[src/common/spi_port_pkg.sv]
`default_nettype none

package spi_port_pkg;

   // ----------------------------------------------------------------
   // register bus
   // ----------------------------------------------------------------
   localparam int ADDR_W = 4;
   localparam int DATA_W = 8;

   typedef struct packed {
      logic [ADDR_W-1:0] addr;
      logic [DATA_W-1:0] wdata;
      logic              we;
      logic              re;
   } bus_req_t;

   localparam logic [ADDR_W-1:0] OFF_CTRL = 4'h0;
   localparam logic [ADDR_W-1:0] OFF_STAT = 4'h1;
   localparam logic [ADDR_W-1:0] OFF_BUF  = 4'h2;
   localparam logic [ADDR_W-1:0] OFF_IRQ  = 4'h3;

   // ----------------------------------------------------------------
   // field positions and reset values
   // ----------------------------------------------------------------
   localparam int CTRL_WRITE_COLLISION_FLAG = 7;
   localparam int CTRL_OVF  = 6;
   localparam int CTRL_EN   = 5;
   localparam int CTRL_CKP  = 4;
   localparam int STAT_SMP  = 7;
   localparam int STAT_CKE  = 6;
   localparam int STAT_BF   = 0;
   localparam int IRQ_PORT  = 3;

   localparam logic [DATA_W-1:0] CTRL_RST = 8'h00;
   localparam logic [DATA_W-1:0] BUF_RST  = 8'h00;

   // ----------------------------------------------------------------
   // mode codes and rate dividers
   // ----------------------------------------------------------------
   localparam logic [3:0] MODE_DIV4  = 4'h0;
   localparam logic [3:0] MODE_DIV16 = 4'h1;
   localparam logic [3:0] MODE_DIV64 = 4'h2;
   localparam logic [3:0] MODE_TMR2  = 4'h3;

   localparam int DIV_W = 5;
   localparam int FOSC_DIV4  = 4;
   localparam int FOSC_DIV16 = 16;
   localparam int FOSC_DIV64 = 64;
   localparam logic [DIV_W-1:0] RELOAD_DIV4  = DIV_W'(FOSC_DIV4 / 2 - 1);
   localparam logic [DIV_W-1:0] RELOAD_DIV16 = DIV_W'(FOSC_DIV16 / 2 - 1);
   localparam logic [DIV_W-1:0] RELOAD_DIV64 = DIV_W'(FOSC_DIV64 / 2 - 1);

   localparam int BITS_PER_XFER = 8;
   localparam logic [4:0] LAST_TICK = 5'(2 * BITS_PER_XFER);

   typedef enum logic {
      ST_IDLE  = 1'b0,
      ST_SHIFT = 1'b1
   } xfer_state_t;

   typedef struct packed {
      xfer_state_t      st;
      logic             write_collision_flag;
      logic             en;
      logic             clock_idle_polarity;
      logic [3:0]       mode;
      logic             sample_phase;
      logic             cke;
      logic             bf;
      logic             irq;
      logic [7:0]       buffer;
      logic [7:0]       shreg;
      logic [4:0]       ph;
      logic [DIV_W-1:0] div;
      logic             samp;
      logic             sck;
      logic             serial_data_out;
      logic [7:0]       rdata;
      logic             ser_en;
   } state_t;

endpackage

`default_nettype wire

[src/logic/spi_master_port.sv]
// Notes on behaviour
// - eight bits out and in, MSb first
// - master drives every clock pulse
// - completed byte to buffer, set full, irq
// - buffer write while busy dropped, collision set
// - buffer read clears full flag
// - shift register reachable only through buffer
// - enabled master mode takes over serial pins
// - buffer write starts transfer at once
// - data-in still sampled for receive only
// - rate Fosc/4, /16, /64 or timer/2
// - clock idles at programmed polarity
// - edge select presents data before first edge
// - sample at middle or end of bit
// - sleep freezes transfer, resumes on wake
// - mode codes 0000 to 0011 pick rate
// - polarity one idles high, zero low
// - overflow flag never set as master
// - enable cleared releases the serial pins
//
// Added by the designer: the strobed register port and the address map.
`default_nettype none

module spi_master_port (
   input  wire logic                 mclk_i,
   input  wire logic                 nrst_i,
   input  wire spi_port_pkg::bus_req_t bus_i,
   input  wire logic                 sleep_i,
   input  wire logic                 tmr2_tick_i,
   input  wire logic                 sdi_i,
   output logic [7:0]                rdata_o,
   output logic                      sck_o,
   output logic                      sdo_o,
   output logic                      serial_en_o
);
   import spi_port_pkg::*;

   // ----------------------------------------------------------------
   // state
   // ----------------------------------------------------------------
   state_t           s_r;
   state_t           s_nxt;
   logic             active;
   logic             tick;
   logic             shift_now;
   logic             mid_now;
   logic             in_bit;
   logic             xfer_done;
   logic             buf_wr;
   logic             buf_rd;
   logic [DIV_W-1:0] reload;

   assign buf_wr = bus_i.we && (bus_i.addr == OFF_BUF);
   assign buf_rd = bus_i.re && (bus_i.addr == OFF_BUF);

   // ----------------------------------------------------------------
   // next state
   // ----------------------------------------------------------------
   always_comb
   begin
      s_nxt     = s_r;
      tick      = 1'b0;
      shift_now = 1'b0;
      mid_now   = 1'b0;
      in_bit    = 1'b0;
      xfer_done = 1'b0;
      // slave mode codes are not served here, so only 0000..0011 run
      active    = s_r.en && (s_r.mode <= MODE_TMR2);
      s_nxt.ser_en = active;
      s_nxt.rdata  = 8'h00;

      // rate select
      // timer mode ignores the divider, so its reload goes unused
      if (s_r.mode == MODE_DIV16)
      begin
         reload = RELOAD_DIV16;
      end
      else if (s_r.mode == MODE_DIV64)
      begin
         reload = RELOAD_DIV64;
      end
      else
      begin
         reload = RELOAD_DIV4;
      end

      // register reads; shift register has no address of its own
      if (bus_i.re)
      begin
         if (bus_i.addr == OFF_CTRL)
         begin
            // overflow bit reads zero: a master never overruns
            s_nxt.rdata = {s_r.write_collision_flag, 1'b0, s_r.en, s_r.clock_idle_polarity, s_r.mode};
         end
         else if (bus_i.addr == OFF_STAT)
         begin
            s_nxt.rdata = {s_r.sample_phase, s_r.cke, 5'h00, s_r.bf};
         end
         else if (bus_i.addr == OFF_BUF)
         begin
            s_nxt.rdata = s_r.buffer;
            s_nxt.bf    = 1'b0;
         end
         else if (bus_i.addr == OFF_IRQ)
         begin
            s_nxt.rdata = {4'h0, s_r.irq, 3'h0};
         end
         else
         begin
            s_nxt.rdata = 8'h00;
         end
      end

      // register writes
      if (bus_i.we)
      begin
         if (bus_i.addr == OFF_CTRL)
         begin
            // collision flag only cleared by software writing zero
            s_nxt.write_collision_flag = bus_i.wdata[CTRL_WRITE_COLLISION_FLAG];
            s_nxt.en   = bus_i.wdata[CTRL_EN];
            s_nxt.clock_idle_polarity  = bus_i.wdata[CTRL_CKP];
            s_nxt.mode = bus_i.wdata[3:0];
         end
         else if (bus_i.addr == OFF_STAT)
         begin
            s_nxt.sample_phase = bus_i.wdata[STAT_SMP];
            s_nxt.cke = bus_i.wdata[STAT_CKE];
         end
         else if (bus_i.addr == OFF_IRQ)
         begin
            s_nxt.irq = bus_i.wdata[IRQ_PORT];
         end
         else if (bus_i.addr == OFF_BUF)
         begin
            if (s_r.st == ST_SHIFT)
            begin
               s_nxt.write_collision_flag = 1'b1;
            end
            else
            begin
               s_nxt.buffer = bus_i.wdata;
               if (active)
               begin
                  s_nxt.shreg = bus_i.wdata;
                  s_nxt.st    = ST_SHIFT;
                  s_nxt.ph    = 5'h00;
                  s_nxt.div   = '0;
                  s_nxt.serial_data_out   = bus_i.wdata[7];
               end
            end
         end
      end

      // shift engine
      // sleep gates only this engine; the register bus keeps working
      if (!active)
      begin
         s_nxt.st  = ST_IDLE;
         s_nxt.sck = s_r.clock_idle_polarity;
      end
      else if (s_r.st == ST_IDLE)
      begin
         s_nxt.sck = s_r.clock_idle_polarity;
      end
      else if (!sleep_i)
      begin
         if (s_r.mode == MODE_TMR2)
         begin
            tick = tmr2_tick_i;
         end
         else
         begin
            tick      = (s_r.div == reload);
            s_nxt.div = tick ? '0 : DIV_W'(s_r.div + 1'b1);
         end
         if (tick)
         begin
            s_nxt.ph = 5'(s_r.ph + 1'b1);
            if (s_r.ph < LAST_TICK)
            begin
               s_nxt.sck = ~s_r.sck;
            end
            // edge select decides which half carries the data change
            shift_now = s_r.cke ? s_r.ph[0] : (!s_r.ph[0] && (s_r.ph != 5'h00));
            mid_now   = s_r.cke ? (!s_r.ph[0] && (s_r.ph < LAST_TICK)) : s_r.ph[0];
            in_bit    = s_r.sample_phase ? sdi_i : s_r.samp;
            if (mid_now)
            begin
               s_nxt.samp = sdi_i;
            end
            if (shift_now)
            begin
               s_nxt.shreg = {s_r.shreg[6:0], in_bit};
               s_nxt.serial_data_out   = s_r.shreg[6];
            end
            // completion sits last, so its set beats a same-cycle read or irq clear
            if (s_r.ph == LAST_TICK)
            begin
               xfer_done    = 1'b1;
               s_nxt.st     = ST_IDLE;
               s_nxt.buffer = s_nxt.shreg;
               s_nxt.bf     = 1'b1;
               s_nxt.irq    = 1'b1;
            end
         end
      end
   end

   // ----------------------------------------------------------------
   // registers
   // ----------------------------------------------------------------
   always_ff @(posedge mclk_i or negedge nrst_i)
   begin
      if (!nrst_i)
      begin
         s_r        <= '0;
         s_r.st     <= ST_IDLE;
         s_r.buffer <= BUF_RST;
         s_r.mode   <= CTRL_RST[3:0];
      end
      else
      begin
         s_r <= s_nxt;
      end
   end

   assign rdata_o     = s_r.rdata;
   assign sck_o       = s_r.sck;
   assign sdo_o       = s_r.serial_data_out;
   assign serial_en_o = s_r.ser_en;
endmodule

`default_nettype wire

[config.mk]
export PLATFORM = sky130hd
export DESIGN_NAME = spi_master_port
export DESIGN_NICKNAME = d
export VERILOG_FILES = /design/src/common/spi_port_pkg.sv /design/src/logic/spi_master_port.sv
export SDC_FILE = /design/constraint.sdc
export NUM_CORES = 1
export LEC_CHECK = 0
export ABC_AREA = 1
export BUFFER_PORTS_ARGS = -buffer_cell sky130_fd_sc_hd__buf_4
export CAP_MARGIN = 20
export CORE_MARGIN = 2
export CORE_UTILIZATION = 40
export DETAILED_ROUTE_END_ITERATION = 8
export SLEW_MARGIN = 5
export SYNTH_ARGS = -nofsm -noshare
export SYNTH_HDL_FRONTEND = slang
export SYNTH_SLANG_ARGS = --single-unit
[constraint.sdc]
create_clock -name mclk_i -period 2 [get_ports mclk_i]
set_input_delay 0.4 -clock mclk_i [delete_from_list [all_inputs] [get_ports mclk_i]]
set_output_delay 0.4 -clock mclk_i [all_outputs]
set_load 0.05 [all_outputs]
==> metrics.txt <==
Finished Layout Cells=between 400 and 500; largest net degree at the start of global routing=51; Syn Area/Cell=7.83 um2; Routed WL=~6400 um; number of synthesized flops with an enable pin=0; Cell variety after synth=36; Setup TNS=0 ns; mux share of post-synthesis cell area=less than 1%; simple-gate share of the synthesized area=28.2%; Clock Sinks=50; area fraction of the dominant cell type after synthesis=44.2%; Synth Flop Type=dfrtp_1; Syn-to-layout area delta=13.6%; DR vias/cell=4.87; slowest stage cell on the critical path=dfrtp_1; Final Hold Fails=0; Final Net Count=411; Final period util=roughly nine tenths; Post-Place Cells=478; hold bufs inserted after CTS=0; P per Cell Area=1090 mW/mm2; Final Cell Area=0.00322 mm2; vias post-DR=2366; clk root buf=clkbuf_8; clock tree buffer depth=2; Die Span Y=88.2 um; Post-DP HPWL=approximately 4700 um; Max-Cap Viols=0; Die ar.=about 0.008 mm2; final routed DRC violation total=0; xor/xnor cell area share of the yosys netlist=1.24%; Num CTS Buffers=5; Worst-path clk slew=0.10 ns; Seq/Total Area, Yosys=44.2%; Critical Path RT=2.20 ns; n_diodes=0; setup slack after placement=0.144 ns; crit path kind=register to register; Core Region=0.00683 mm2; Layout fillers=719; fin. max-slew vios=0; Post-Syn Instances=362; clock tree from TritonCTS=done; Detail Route Antenna Nets=0; relative slew slack=57.6%; cells along the critical path=nor2_4, a21oi_1, nor2_1, nand3_2, nand2_4, nand3_4, nand2_1, o21ai_2; Synthesis Warnings=0; die width=88.2 um; H-tree Lvls=2; Setup Fix Bufs, Post-CTS=0; initial antenna violation count=0; critical path's largest stage delay=0.44 ns; Clock Latency Late Sink=approximately 0.31 ns; largest family of logic cells by synthesized area=simple AND/OR/NAND/NOR gates; RSZ-0062 raised after global routing=no; layout cells sized above 1=20.0%; 1st-iter DRT viols=88; initial cell density of the core=41.5%; CP Launch Type=register; total congestion overflow=0; complex-gate fraction of the synthesized area=13.8%; vias in the first global route=between 2k and 2.5k; Synth Cell Area=0.00283 mm2; top post-synthesis cells by count=nand2_1 (102), dfrtp_1 (50), inv_1 (42); drt wl/cell=~13 um; GRT Util Overall=17.9%; first-pass GRT wire length=10800 um; Max Clk Rate=around 0.54 GHz; post-route minimum period=1.84 ns; adder-cell share of the synthesized area=1.32%; Syn Nets=384; Post-DP Area=0.00311 mm2; status=finished, final reports clean; Leakage Power=0.00167 uW; GPL Wtd Cong=0.794; maximum VDD drop=between 300 and 400 uV; Final WS setup=0.164 ns; PortBufs=29; largest area contributor in the netlist=dfrtp_1; Async S/R FF share, synth=100%; slew of the pin with the lowest slew margin=0.636 ns; largest cells by area after synthesis=dfrtp_1 (44%), nand2_1 (14%), nand3_1 (6.2%); # IOs=30; cell row count=30; final setup violation count=0; R2R Setup Slk=0.16 ns; #FFs+latches synth=50; most numerous cell in the Yosys netlist=nand2_1; Worst EP arrival=a little over 2 ns; critical path fanouts, max=18; min-delay worst type=primary input to asynchronous set/reset pin; clk_skew=about 0.010 ns; nature of the critical path endpoint=register; Gates resized, CTS repair=0; Pre-antenna DRT Iters=4
## per-stage QoR
stage	total power, uW	util, %	hold slack [ns]
4_1_cts	3530	47.0	0.134
3_5_place_dp	2870	45.6	0.477
5_1_grt	3790	47.1	0.153
2_1_floorplan	2530	-	0.104
3_3_place_gp	2840	45.6	0.468
6_report	3500	47.1	0.101
## state kept, by name, summed over array words and instances (netlist names)
register,flops
sdo_o,1
serial_en_o,1
s_r,39
sck_o,1
rdata_o,8
## area by class of cell
cell class	instances	area (um2)	share of cell area, %
repair buffers	36	270	8.40
well taps	96	120	3.73
clock inverters	2	16.3	0.505
flip-flops and latches	50	1250	38.9
multi-input cells	246	1290	40.1
clock buffers	6	82.6	2.57
inverters	50	188	5.83
## kinds of logic (layout without fill, tap and decap cells)
group,count (synthesis),count (layout)
AO/OA/AOI/OAI,65,65
multiplexers,2,2
adder cells (fa/ha/maj),3,3
buffers and inverters,66,94
AND/OR/NAND/NOR,172,172
XOR/XNOR,4,4
flip-flops,50,50
## per-layer routing
metal	GRT usage [%]	part of all wire, %	up-vias	wire, um
met3	3.39	4.7	8	301
li1	-	-	1216	-
met4	5.79	1.9	0	119
met2	27.8	45	45	2860
met5	0	0	-	0
met1	25.3	48	1097	3070
## power breakdown
group | total [uW] | internal, uW | leakage [uW] | switching, uW
sequential | 1500 | 1280 | 0.000634 | 228
combinational | 1340 | 507 | 0.000990 | 835
clock | 651 | 286 | 0.0000478 | 365
total | 3500 | 2070 | 0.00167 | 1430
## placed cells by master (no fill, tap or decap), drive strengths merged, types with 2 or more instances in the layout
cell and instances:
a21oi 8, buf 36, clkbuf 6, dfrtp 50
ha 3, inv 51, mux2 2, nand2 106
nand3 37, nand4 6, nor2 21, nor3 2
o211ai 3, o21ai 44, o22ai 5, xnor2 3
## final timing paths
path | from | cells after the start | end
max reg2reg | s_r[44]$_DFFE_PN0P_ | 8 | s_r[30]$_DFF_PN0_
min | nrst_i | 1 | sck_o$_DFFE_PN0P_
min in group mclk_i | bus_i[4] | 3 | s_r[44]$_DFFE_PN0P_
max | s_r[44]$_DFFE_PN0P_ | 8 | s_r[30]$_DFF_PN0_
max in group asynchronous | nrst_i | 1 | s_r[38]$_DFF_PN0_
min reg2reg | s_r[41]$_DFFE_PN0P_ | 2 | s_r[41]$_DFFE_PN0P_
## critical path: cells and delay by family (launching register included)
kind	cells	cell delay, ns
DFF	1	0.44
AOI/OAI and AO/OA	2	0.15
and+or+nand+nor	6	1.11
No activity file was read; power rests on OpenSTA's default activity.
